===== config.mk =====
export PLATFORM = sky130hd
export DESIGN_NAME = pack_supervisor_events
export DESIGN_NICKNAME = d
export VERILOG_FILES = /design/src/pack_sup_pkg.sv /design/src/pack_supervisor_events.sv
export SDC_FILE = /design/constraint.sdc
export NUM_CORES = 1
export LEC_CHECK = 0
export ABC_AREA = 0
export BUFFER_PORTS_ARGS = -buffer_cell sky130_fd_sc_hd__buf_2
export CORE_MARGIN = 8
export CORE_UTILIZATION = 50
export CTS_CLUSTER_SIZE = 25
export DETAILED_ROUTE_END_ITERATION = 10
export PLACE_DENSITY = 0.7
export RECOVER_POWER = 100
export SYNTH_ARGS = -nofsm -noshare
export SYNTH_HDL_FRONTEND = slang
export SYNTH_SLANG_ARGS = --single-unit

===== constraint.sdc =====
create_clock -name core_clk -period 9.4 [get_ports core_clk]
set_clock_uncertainty 0.05 [all_clocks]
set_input_delay 0.47 -clock core_clk [delete_from_list [all_inputs] [get_ports core_clk]]
set_output_delay 0.47 -clock core_clk [all_outputs]
set_load 0.01 [all_outputs]

===== src/pack_sup_pkg.sv =====
package pack_sup_pkg;

    // clock and 1 s poll period
    localparam int unsigned CLK_PERIOD_NS = 40;
    localparam int unsigned POLL_PERIOD_NS = 1000000000;
    localparam int unsigned POLL_CYCLES = POLL_PERIOD_NS / CLK_PERIOD_NS;
    localparam int unsigned POLL_CNT_W = 25;

    // coulomb counter: one lsb is 0.26 nVh of sense signal
    localparam int unsigned COUNT_W = 32;

    // register byte offsets
    localparam logic [7:0] ADDR_CTRL = 8'h00;
    localparam logic [7:0] ADDR_EOFF_TIMEOUT = 8'h04;
    localparam logic [7:0] ADDR_TRIP_SET = 8'h08;
    localparam logic [7:0] ADDR_TRIP_CLEAR = 8'h0C;
    localparam logic [7:0] ADDR_BAL_THRESH = 8'h10;
    localparam logic [7:0] ADDR_TEMP_MIN = 8'h14;
    localparam logic [7:0] ADDR_TEMP_MAX = 8'h18;
    localparam logic [7:0] ADDR_STATUS = 8'h1C;
    localparam logic [7:0] ADDR_COUNT = 8'h20;
    localparam logic [7:0] ADDR_IRQ_STATUS = 8'h24;
    localparam logic [7:0] ADDR_IRQ_MASK = 8'h28;

    // control register fields
    localparam int unsigned CTRL_TRIP_EN_BIT = 0;
    localparam int unsigned CTRL_BAL_EN_BIT = 1;

    // interrupt status bits
    localparam int unsigned IRQ_W = 5;
    localparam int unsigned IRQ_EOFF_OFF = 0;
    localparam int unsigned IRQ_EOFF_ON = 1;
    localparam int unsigned IRQ_TRIP = 2;
    localparam int unsigned IRQ_SYSTEM_PRESENT_N = 3;
    localparam int unsigned IRQ_INHIBIT = 4;

    // reset values
    localparam logic [15:0] RST_EOFF_TIMEOUT = 16'h003C;
    localparam logic [15:0] RST_TRIP_SET = 16'h0100;
    localparam logic [15:0] RST_TRIP_CLEAR = 16'h0200;
    localparam logic [15:0] RST_BAL_THRESH = 16'h0FA0;
    localparam logic [15:0] RST_TEMP_MIN = 16'h0000;
    localparam logic [15:0] RST_TEMP_MAX = 16'h01C2;
    localparam logic [IRQ_W-1:0] RST_IRQ_MASK = 5'h00;

    localparam logic [1:0] RESP_OKAY = 2'h0;
    localparam logic [1:0] RESP_SLVERR = 2'h2;

    typedef struct packed {
        logic trip_en;
        logic bal_en;
        logic [15:0] eoff_timeout;
        logic [15:0] trip_set;
        logic [15:0] trip_clear;
        logic [15:0] bal_thresh;
        logic signed [15:0] temp_min;
        logic signed [15:0] temp_max;
    } cfg_t;

    typedef struct packed {
        logic inhibit;
        logic balancing;
        logic trip_flag;
        logic dsg_act;
        logic chg_act;
        logic fets_on;
        logic present;
    } status_t;

    typedef enum logic [0:0] {
        EOFF_ON = 1'b0,
        EOFF_OFF = 1'b1
    } eoff_state_t;

    // byte-lane merge of a write into a 16-bit register
    function automatic logic [15:0] merge16(input logic [15:0] old, input logic [31:0] data,
                                            input logic [3:0] strb);
        logic [15:0] res;
        res = old;
        if (strb[0]) res[7:0] = data[7:0];
        if (strb[1]) res[15:8] = data[15:8];
        return res;
    endfunction

endpackage


===== src/pack_supervisor_events.sv =====
`timescale 1ns/1ps
module pack_supervisor_events #(
    parameter int unsigned POLL_CYCLES = pack_sup_pkg::POLL_CYCLES
) (
    input wire logic core_clk,
    input wire logic sys_rst,
    input wire logic [7:0] s_axi_awaddr,
    input wire logic s_axi_awvalid,
    output logic s_axi_awready,
    input wire logic [31:0] s_axi_wdata,
    input wire logic [3:0] s_axi_wstrb,
    input wire logic s_axi_wvalid,
    output logic s_axi_wready,
    output logic [1:0] s_axi_bresp,
    output logic s_axi_bvalid,
    input wire logic s_axi_bready,
    input wire logic [7:0] s_axi_araddr,
    input wire logic s_axi_arvalid,
    output logic s_axi_arready,
    output logic [31:0] s_axi_rdata,
    output logic [1:0] s_axi_rresp,
    output logic s_axi_rvalid,
    input wire logic s_axi_rready,
    input wire logic system_present_n,
    input wire logic emergency_off_button,
    input wire logic signed [15:0] sense_pos,
    input wire logic signed [15:0] sense_neg,
    input wire logic sense_valid,
    input wire logic [15:0] cell_voltage,
    input wire logic signed [15:0] pack_temp,
    input wire logic [15:0] remaining_capacity_value,
    output logic charge_fet_drive,
    output logic discharge_fet_drive,
    output logic charge_activity,
    output logic discharge_activity,
    output logic balance_enable,
    output logic charge_inhibit,
    output logic trip_interrupt_pin_o,
    output logic trip_interrupt_pin_oe,
    output logic trip_pullup_en,
    output logic irq
);

    localparam int unsigned POLL_CNT_W = pack_sup_pkg::POLL_CNT_W;
    localparam int unsigned COUNT_W = pack_sup_pkg::COUNT_W;

    // bus slave state
    logic [7:0] aw_addr, next_aw_addr;
    logic aw_full, next_aw_full;
    logic [31:0] w_data, next_w_data;
    logic [3:0] w_strb, next_w_strb;
    logic w_full, next_w_full;
    logic [1:0] bresp, next_bresp;
    logic bvalid, next_bvalid;
    logic [31:0] rdata, next_rdata;
    logic [1:0] rresp, next_rresp;
    logic rvalid, next_rvalid;
    logic wr_go, rd_go;

    // configuration and interrupts
    pack_sup_pkg::cfg_t cfg, next_cfg;
    logic [pack_sup_pkg::IRQ_W-1:0] irq_stat, next_irq_stat;
    logic [pack_sup_pkg::IRQ_W-1:0] irq_mask, next_irq_mask;
    logic [pack_sup_pkg::IRQ_W-1:0] events;
    logic irq_out, next_irq_out;

    // pin synchronisers and supervisor state
    logic system_present_n_meta, system_present_n_sync, eoff_meta, eoff_sync, eoff_prev;
    logic [pack_sup_pkg::POLL_CNT_W-1:0] poll_cnt, next_poll_cnt;
    logic poll_tick;
    pack_sup_pkg::eoff_state_t eoff_state, next_eoff_state;
    logic [15:0] eoff_cnt, next_eoff_cnt;
    logic eoff_fall, eoff_expire;
    pack_sup_pkg::status_t st, next_st;
    logic [pack_sup_pkg::COUNT_W-1:0] coulomb_count, next_coulomb_count;
    logic signed [16:0] diff;
    logic trip_oe, next_trip_oe;

    assign s_axi_awready = !aw_full;
    assign s_axi_wready = !w_full;
    assign s_axi_bresp = bresp;
    assign s_axi_bvalid = bvalid;
    assign s_axi_arready = !rvalid;
    assign s_axi_rdata = rdata;
    assign s_axi_rresp = rresp;
    assign s_axi_rvalid = rvalid;
    assign wr_go = aw_full && w_full && !bvalid;
    assign rd_go = s_axi_arvalid && !rvalid;

    always_comb begin
        next_aw_addr = aw_addr;
        next_aw_full = aw_full;
        next_w_data = w_data;
        next_w_strb = w_strb;
        next_w_full = w_full;
        next_bresp = bresp;
        next_bvalid = bvalid;
        next_rdata = rdata;
        next_rresp = rresp;
        next_rvalid = rvalid;
        if (s_axi_awvalid && !aw_full) begin
            next_aw_addr = s_axi_awaddr;
            next_aw_full = 1'b1;
        end
        if (s_axi_wvalid && !w_full) begin
            next_w_data = s_axi_wdata;
            next_w_strb = s_axi_wstrb;
            next_w_full = 1'b1;
        end
        if (bvalid && s_axi_bready) begin
            next_bvalid = 1'b0;
        end
        if (wr_go) begin
            next_aw_full = 1'b0;
            next_w_full = 1'b0;
            next_bvalid = 1'b1;
            next_bresp = pack_sup_pkg::RESP_OKAY;
            if (aw_addr[1:0] != 2'h0 || aw_addr > pack_sup_pkg::ADDR_IRQ_MASK) begin
                next_bresp = pack_sup_pkg::RESP_SLVERR;
            end
        end
        if (rvalid && s_axi_rready) begin
            next_rvalid = 1'b0;
        end
        if (rd_go) begin
            next_rvalid = 1'b1;
            next_rresp = pack_sup_pkg::RESP_OKAY;
            next_rdata = 32'h00000000;
            unique case (s_axi_araddr)
                pack_sup_pkg::ADDR_CTRL: begin
                    next_rdata[pack_sup_pkg::CTRL_TRIP_EN_BIT] = cfg.trip_en;
                    next_rdata[pack_sup_pkg::CTRL_BAL_EN_BIT] = cfg.bal_en;
                end
                pack_sup_pkg::ADDR_EOFF_TIMEOUT: next_rdata[15:0] = cfg.eoff_timeout;
                pack_sup_pkg::ADDR_TRIP_SET: next_rdata[15:0] = cfg.trip_set;
                pack_sup_pkg::ADDR_TRIP_CLEAR: next_rdata[15:0] = cfg.trip_clear;
                pack_sup_pkg::ADDR_BAL_THRESH: next_rdata[15:0] = cfg.bal_thresh;
                pack_sup_pkg::ADDR_TEMP_MIN: next_rdata[15:0] = cfg.temp_min;
                pack_sup_pkg::ADDR_TEMP_MAX: next_rdata[15:0] = cfg.temp_max;
                pack_sup_pkg::ADDR_STATUS: next_rdata[6:0] = st;
                pack_sup_pkg::ADDR_COUNT: next_rdata = coulomb_count;
                pack_sup_pkg::ADDR_IRQ_STATUS: next_rdata[pack_sup_pkg::IRQ_W-1:0] = irq_stat;
                pack_sup_pkg::ADDR_IRQ_MASK: next_rdata[pack_sup_pkg::IRQ_W-1:0] = irq_mask;
                default: next_rresp = pack_sup_pkg::RESP_SLVERR;
            endcase
        end
    end

    // register writes and sticky interrupt status
    always_comb begin
        next_cfg = cfg;
        next_irq_mask = irq_mask;
        if (wr_go) begin
            unique case (aw_addr)
                pack_sup_pkg::ADDR_CTRL: begin
                    if (w_strb[0]) begin
                        next_cfg.trip_en = w_data[pack_sup_pkg::CTRL_TRIP_EN_BIT];
                        next_cfg.bal_en = w_data[pack_sup_pkg::CTRL_BAL_EN_BIT];
                    end
                end
                pack_sup_pkg::ADDR_EOFF_TIMEOUT:
                    next_cfg.eoff_timeout = pack_sup_pkg::merge16(cfg.eoff_timeout, w_data, w_strb);
                pack_sup_pkg::ADDR_TRIP_SET:
                    next_cfg.trip_set = pack_sup_pkg::merge16(cfg.trip_set, w_data, w_strb);
                pack_sup_pkg::ADDR_TRIP_CLEAR:
                    next_cfg.trip_clear = pack_sup_pkg::merge16(cfg.trip_clear, w_data, w_strb);
                pack_sup_pkg::ADDR_BAL_THRESH:
                    next_cfg.bal_thresh = pack_sup_pkg::merge16(cfg.bal_thresh, w_data, w_strb);
                pack_sup_pkg::ADDR_TEMP_MIN:
                    next_cfg.temp_min = pack_sup_pkg::merge16(cfg.temp_min, w_data, w_strb);
                pack_sup_pkg::ADDR_TEMP_MAX:
                    next_cfg.temp_max = pack_sup_pkg::merge16(cfg.temp_max, w_data, w_strb);
                pack_sup_pkg::ADDR_IRQ_MASK: begin
                    if (w_strb[0]) begin
                        next_irq_mask = w_data[pack_sup_pkg::IRQ_W-1:0];
                    end
                end
                default: begin
                end
            endcase
        end
        // read clears, a same-cycle event still sets
        next_irq_stat = irq_stat;
        if (rd_go && s_axi_araddr == pack_sup_pkg::ADDR_IRQ_STATUS) begin
            next_irq_stat = '0;
        end
        next_irq_stat = next_irq_stat | events;
        next_irq_out = |(next_irq_stat & next_irq_mask);
    end

    always_comb begin
        events = '0;
        events[pack_sup_pkg::IRQ_EOFF_OFF] = next_eoff_state == pack_sup_pkg::EOFF_OFF
            && eoff_state == pack_sup_pkg::EOFF_ON;
        events[pack_sup_pkg::IRQ_EOFF_ON] = next_eoff_state == pack_sup_pkg::EOFF_ON
            && eoff_state == pack_sup_pkg::EOFF_OFF;
        events[pack_sup_pkg::IRQ_TRIP] = next_st.trip_flag && !st.trip_flag;
        events[pack_sup_pkg::IRQ_SYSTEM_PRESENT_N] = next_st.present != st.present;
        events[pack_sup_pkg::IRQ_INHIBIT] = next_st.inhibit && !st.inhibit;
    end

    // 1 s poll tick
    assign poll_tick = poll_cnt == POLL_CNT_W'(POLL_CYCLES - 1);

    assign eoff_fall = eoff_prev && !eoff_sync;
    assign eoff_expire = poll_tick && cfg.eoff_timeout != 16'h0000
        && (eoff_cnt + 16'h0001) >= cfg.eoff_timeout;
    assign diff = 17'(sense_pos) - 17'(sense_neg);

    always_comb begin
        next_poll_cnt = poll_tick ? '0 : poll_cnt + 1'b1;
        next_eoff_state = eoff_state;
        next_eoff_cnt = eoff_cnt;
        unique case (eoff_state)
            pack_sup_pkg::EOFF_ON: begin
                if (eoff_fall) begin
                    next_eoff_state = pack_sup_pkg::EOFF_OFF;
                    next_eoff_cnt = 16'h0000;
                end
            end
            pack_sup_pkg::EOFF_OFF: begin
                if (eoff_fall || eoff_expire) begin
                    next_eoff_state = pack_sup_pkg::EOFF_ON;
                end else if (poll_tick) begin
                    next_eoff_cnt = eoff_cnt + 16'h0001;
                end
            end
        endcase
        next_st = st;
        if (poll_tick) begin
            next_st.present = !system_present_n_sync;
        end
        next_st.fets_on = next_eoff_state == pack_sup_pkg::EOFF_ON;
        if (sense_valid) begin
            next_st.chg_act = diff > 17'sd0;
            next_st.dsg_act = diff < 17'sd0;
        end
        next_coulomb_count = coulomb_count;
        if (sense_valid) begin
            next_coulomb_count = coulomb_count + COUNT_W'(diff);
        end
        // set at low threshold, clear at high threshold
        if (!cfg.trip_en) begin
            next_st.trip_flag = 1'b0;
        end else if (remaining_capacity_value <= cfg.trip_set) begin
            next_st.trip_flag = 1'b1;
        end else if (remaining_capacity_value >= cfg.trip_clear) begin
            next_st.trip_flag = 1'b0;
        end
        next_trip_oe = next_st.trip_flag;
        // balance only while charging above threshold
        next_st.balancing = cfg.bal_en && st.chg_act && cell_voltage > cfg.bal_thresh;
        next_st.inhibit = pack_temp < cfg.temp_min || pack_temp > cfg.temp_max;
    end

    always_ff @(posedge core_clk) begin
        if (sys_rst) begin
            aw_addr <= 8'h00;
            aw_full <= 1'b0;
            w_data <= 32'h00000000;
            w_strb <= 4'h0;
            w_full <= 1'b0;
            bresp <= pack_sup_pkg::RESP_OKAY;
            bvalid <= 1'b0;
            rdata <= 32'h00000000;
            rresp <= pack_sup_pkg::RESP_OKAY;
            rvalid <= 1'b0;
            cfg <= '{trip_en: 1'b0, bal_en: 1'b0,
                     eoff_timeout: pack_sup_pkg::RST_EOFF_TIMEOUT,
                     trip_set: pack_sup_pkg::RST_TRIP_SET,
                     trip_clear: pack_sup_pkg::RST_TRIP_CLEAR,
                     bal_thresh: pack_sup_pkg::RST_BAL_THRESH,
                     temp_min: pack_sup_pkg::RST_TEMP_MIN,
                     temp_max: pack_sup_pkg::RST_TEMP_MAX};
            irq_stat <= '0;
            irq_mask <= pack_sup_pkg::RST_IRQ_MASK;
            irq_out <= 1'b0;
            system_present_n_meta <= 1'b1;
            system_present_n_sync <= 1'b1;
            eoff_meta <= 1'b1;
            eoff_sync <= 1'b1;
            eoff_prev <= 1'b1;
            poll_cnt <= '0;
            eoff_state <= pack_sup_pkg::EOFF_ON;
            eoff_cnt <= 16'h0000;
            st <= '{fets_on: 1'b1, default: 1'b0};
            coulomb_count <= '0;
            trip_oe <= 1'b0;
        end else begin
            aw_addr <= next_aw_addr;
            aw_full <= next_aw_full;
            w_data <= next_w_data;
            w_strb <= next_w_strb;
            w_full <= next_w_full;
            bresp <= next_bresp;
            bvalid <= next_bvalid;
            rdata <= next_rdata;
            rresp <= next_rresp;
            rvalid <= next_rvalid;
            cfg <= next_cfg;
            irq_stat <= next_irq_stat;
            irq_mask <= next_irq_mask;
            irq_out <= next_irq_out;
            system_present_n_meta <= system_present_n;
            system_present_n_sync <= system_present_n_meta;
            eoff_meta <= emergency_off_button;
            eoff_sync <= eoff_meta;
            eoff_prev <= eoff_sync;
            poll_cnt <= next_poll_cnt;
            eoff_state <= next_eoff_state;
            eoff_cnt <= next_eoff_cnt;
            st <= next_st;
            coulomb_count <= next_coulomb_count;
            trip_oe <= next_trip_oe;
        end
    end

    assign charge_fet_drive = st.fets_on && !st.inhibit;
    assign discharge_fet_drive = st.fets_on;
    assign charge_activity = st.chg_act;
    assign discharge_activity = st.dsg_act;
    assign balance_enable = st.balancing;
    assign charge_inhibit = st.inhibit;
    assign trip_interrupt_pin_o = 1'b0;
    assign trip_interrupt_pin_oe = trip_oe;
    assign trip_pullup_en = cfg.trip_en;
    assign irq = irq_out;
endmodule // pack_supervisor_events


Word level (Yosys, flattened, before mapping)
Index checks and enable logic that the tools add are counted.
Storage, ports and cells
  output and inout bits: 51
  bits in registers: 261
  input port bits: 142
Cells by class
  magnitude comparators: 9
  $add $sub $neg: 4
  mux-type cells: 26
  equality and inequality tests: 22
  bitwise logic cells: 4
  reductions and logical operators: 53
Operators by type and width (count)
  16-bit 2-to-1 mux: 4
  9-bit case mux with 7 select lines: 1
  8-bit by 5-bit equality test with 1-bit output (second input constant): 7
  3-bit AND reduction: 14
  32-bit adder: 1
  8-bit by 4-bit equality test with 1-bit output (second input constant): 4
  8-bit by 6-bit equality test with 1-bit output (second input constant): 4
  16-bit >= comparator: 2
  16-bit greater-than comparator: 2
  16-bit case mux with 2 select lines: 1
  3-bit case mux with 10 select lines: 1
  25-bit by 1-bit adder with 25-bit output (second input constant): 1
  25-bit equality test (second input constant): 1
  2-bit case mux with 11 select lines: 1
  5-bit 2-to-1 mux: 4
  1-bit logical AND: 18
  17-bit by 1-bit greater-than comparator with 1-bit output (second input constant): 1
  17-bit by 1-bit < comparator with 1-bit output (second input constant): 1
  16-bit by 16-bit subtractor with 17-bit output: 1
  16-bit by 1-bit adder with 16-bit output (second input constant): 1
  8-bit by 3-bit equality test with 1-bit output (second input constant): 2
  16-bit less-or-equal comparator: 1
  8-bit zero test: 2
  16-bit < comparator: 1
  other kinds (17): 42

Logic depth before layout (Yosys ltp)
  depth in word-level cells: 11
  gate-level depth with buffers: 20
  gate-level depth less buffers: 19

Least setup slack after synthesis
No wires, ideal clock.
  path type: input to register
  from: in sense_pos[0]
  to: reg coulomb_count[31] (netlist name)
  path slack: 5024 ps
  data arrival time: 4205 ps
  stages: 20
  path through: inv_1 > ha_1 > fa_1 > nor2b_1 > o31a_1 > o211ai_1 > a21boi_0 > or3_1 > o2111ai_1 > ha_1 > buf_6 > a211oi_2 > nor2_1 > o41a_1 > o2bb2ai_1 > a311o_1 > a21oi_2 > and4_1 > a211oi_2 > mux2_4
On the way
  cells in the longest elaborated chain, start to end: 2
Ends and longest elaborated chain
  start: declaration: line pack_supervisor_events.sv:26  | input wire logic signed [15:0] sense_pos,
  16-bit by 16-bit subtractor with 17-bit output: line pack_supervisor_events.sv:208  | assign diff = 17'(sense_pos) - 17'(sense_neg);
  32-bit adder: line pack_supervisor_events.sv:240  | next_coulomb_count = coulomb_count + COUNT_W'(diff);
  end signal: assignment: line pack_supervisor_events.sv:313  | coulomb_count <= next_coulomb_count;
  end: declaration: line pack_supervisor_events.sv:75  | logic [pack_sup_pkg::COUNT_W-1:0] coulomb_count, next_coulomb_count;
No other way between the ends.
A chain may end at the register's enable or synchronous reset.

==> metrics.md <==
| Metric | Value |
|---|---|
| Share of cells above drive strength 1 | `between 10% and 20%` |
| Least-Margin Pin Slew | `around 5000 ps` |
| Most common cell after layout, fill and taps aside | `dfxtp_1` |
| Number of synthesized flops with an enable pin | `0` |
| Reg power frac | `40.7%` |
| Failing checks | `capacitance limit, slew limit` |
| Placer Congestion | `0.949` |
| Final #Nets | `between 2000 and 2500` |
| Die W | `between 150 and 200 µm` |
| P&R area growth vs syn | `13.2%` |
| First-pass GRT wire length | `70600 µm` |
| Die Height | `approximately 190 µm` |
| # hold bufs at CTS | `0` |
| Relative slew slack | `-234%` |
| Combinational power share | `a little under a quarter` |
| CP startpoint kind | `input port` |
| Flops & latches, synth | `259` |
| Final Setup Violations | `0` |
| Most frequent cells in the layout | `dfxtp_1, nand2_1, nor2_1` |
| Initial DRC Count | `approximately 1100` |
| Gr ovfl total | `0` |
| Pwr per Cell Area | `176 mW/mm²` |
| Final Cycle Share | `roughly two thirds` |
| Highest clock rate | `approximately 160 MHz` |
| I/O pins | `193` |
| CTS buffer count | `27` |
| RSZ-0062 raised after global routing | `false` |
| Setup Buffers After CTS | `0` |
| Clock Latency Late Sink | `roughly 550 ps` |
| Ys flop type | `dfxtp_1` |
| Pre-antenna DRT Iters | `6` |
| Final min period | `about 6400 ps` |
| Async S/R FF share, synth | `0%` |
| # DRC | `0` |
| Cell count after synthesis | `between 1500 and 2000` |
| Clock transition at the registers of the reported paths | `roughly 70 ps` |
| Port Buffers | `between 150 and 200` |
| Die footprint | `0.0364 mm²` |
| Kind of critical path | `input port to flip-flop` |
| Number of routed nets with antenna violations | `0` |
| Core Box Area | `between 0.03 and 0.04 mm²` |
| Critical Path Sink Type | `flip-flop` |
| DP HPWL | `about 34000 µm` |
| Int Pwr | `2.11 mW` |
| # rows | `64` |
| Yosys warnings | `0` |
| Net Switching | `0.933 mW` |
| Status | `complete, but fails checks` |
| Slew Viols, Final | `between 100 and 150` |
| DR WL/cell | `18.5 µm` |
| Antenna violations before repair | `2` |
| CTS Sinks | `~260` |
| Initial core utilization | `between 50% and 60%` |
| Setup TNS | `0 ps` |
| CTS tree | `built` |
| Post-Route Utilization | `around 57%` |
| Largest cells by area after synthesis | `dfxtp_1, ha_1, mux2i_1` |
| Data required, critical path | `~9800 ps` |
| Type of the worst min-delay path | `input port to flip-flop` |
| Vias | `around 14000` |
| Final Hold Viols | `0` |
| Clock network power share | `between 30 and 40%` |
| Drt via density | `around 5.8` |
| Largest net degree at the start of global routing | `between 100 and 150` |
| CTS H-tree depth | `1` |
| Worst EP arrival | `roughly 6800 ps` |
| Worst Path Max Fanout | `110` |
| Netlist cell types | `between 70 and 80` |
| Worst vdd ir | `approximately 0.11 mV` |
| Max cap viols | `2` |
| Top-area cell type share of the netlist area | `roughly a third` |
| Mapped Area | `0.0153 mm²` |
| Post-synthesis sequential area ratio | `around a third` |
| Vias in the first global route | `13400` |
| Post_cts resized | `0` |
| Synth area leader | `dfxtp_1` |
| CTS Buffer Depth | `3` |
| Clock root buffer | `clkbuf_16` |
| WL final | `approximately 44000 µm` |
| Syn avg cell area | `8.32 µm²` |
| Switch share | `slightly above 30%` |
| Leak | `a little under 8 nW` |
| GRT Resource Usage Total | `between 20% and 30%` |
[area by class of cell]
cell class | count | area, µm²
sequential | 259 | 5180
tap | 396 | 495
antenna | 1 | 2.50
clock buffer | 37 | 783
timing repair buffer | 186 | 903
clock inverter | 13 | 139
inverter | 134 | 503
multi-input combinational | 1369 | 9280
fill | 2834 | 13100
[metal layers]
| metal | routed length, µm | track usage [%] |
|---|---|---|
| met2 | 19500 | 37.3 |
| met3 | 3460 | 4.24 |
| met1 | 19800 | 31.9 |
| met4 | 1520 | 8.47 |
| met5 | 16 | 0 |
[power groups by stage]
stage	clock network (mW)	registers (mW)	logic, mW
2_1_floorplan	0	1.22	0.548
3_3_place_gp	0	1.26	0.683
3_5_place_dp	0	1.26	0.699
4_1_cts	1.11	1.23	0.705
5_1_grt	1.16	1.24	0.791
6_report	1.10	1.24	0.704
[cells in the mapped netlist (11+ instances only)]
library cell    n
a221oi_1       20
mux2i_1       105
o21ai_0        61
and3_1         29
ha_1          144
nand2_1       180
nand2b_1       14
a22oi_1        24
a31oi_1        23
nor2_1        178
clkbuf_1       62
o211ai_1       16
dfxtp_1       259
xnor2_1        34
or2_2          13
xor2_1         37
nand4_1        27
a22o_1         17
inv_1         134
nor3_1         33
nor2b_1        21
nor4_1         11
a21oi_1       149
nand3_1        54
a21o_1         46
[flip-flops by register name, indices dropped and copies added (netlist names), 2 cells and up]
name           cells
cfg               97
irq_stat           5
coulomb_count     32
w_strb             2
eoff_cnt          16
aw_addr            8
w_data            16
irq_mask           5
s_axi_rdata       32
poll_cnt          25
[cell families after synthesis]
kind of cell / count (synthesis) / share of synthesized area [%]
DFF: 259 / 34.0
buffers and inverters: 209 / 5.30
adders and majority gates: 146 / 12.1
xor gates and xnor gates: 71 / 4.07
and+or+nand+nor: 611 / 19.3
muxes: 106 / 6.98
AOI/OAI and AO/OA: 432 / 18.3
other: 1 / 0.0246
[metrics by stage]
step	power, mW	setup slack (ps)	cell area [µm²]	instances	hold WS, ps
6_report	3.04	2950	17300	2395	51.4
5_1_grt	3.20	2420	17300	2395	34.2
4_1_cts	3.05	4910	17400	2394	30.1
3_5_place_dp	1.96	4420	16500	2344	349
3_3_place_gp	1.94	4490	16500	2344	345
2_1_floorplan	1.77	5020	15300	1837	339
[path summary, 6_finish.rpt]
path,startpoint,endpoint,slack (ps),depth (start not counted)
min reg2reg,eoff_meta,eoff_sync,360,1
max,sys_rst,irq,2950,5
max reg2reg,eoff_cnt[0],irq_stat[1],4720,16
min,s_axi_rready,s_axi_rvalid,50,2
[critical path, cell delays in order]
cell and delay (ps):
clkbuf_1 3430, inv_1 1600, clkbuf_1 810, o21ai_0 250
nand4_1 150
Power figures use the tool's default switching activity.
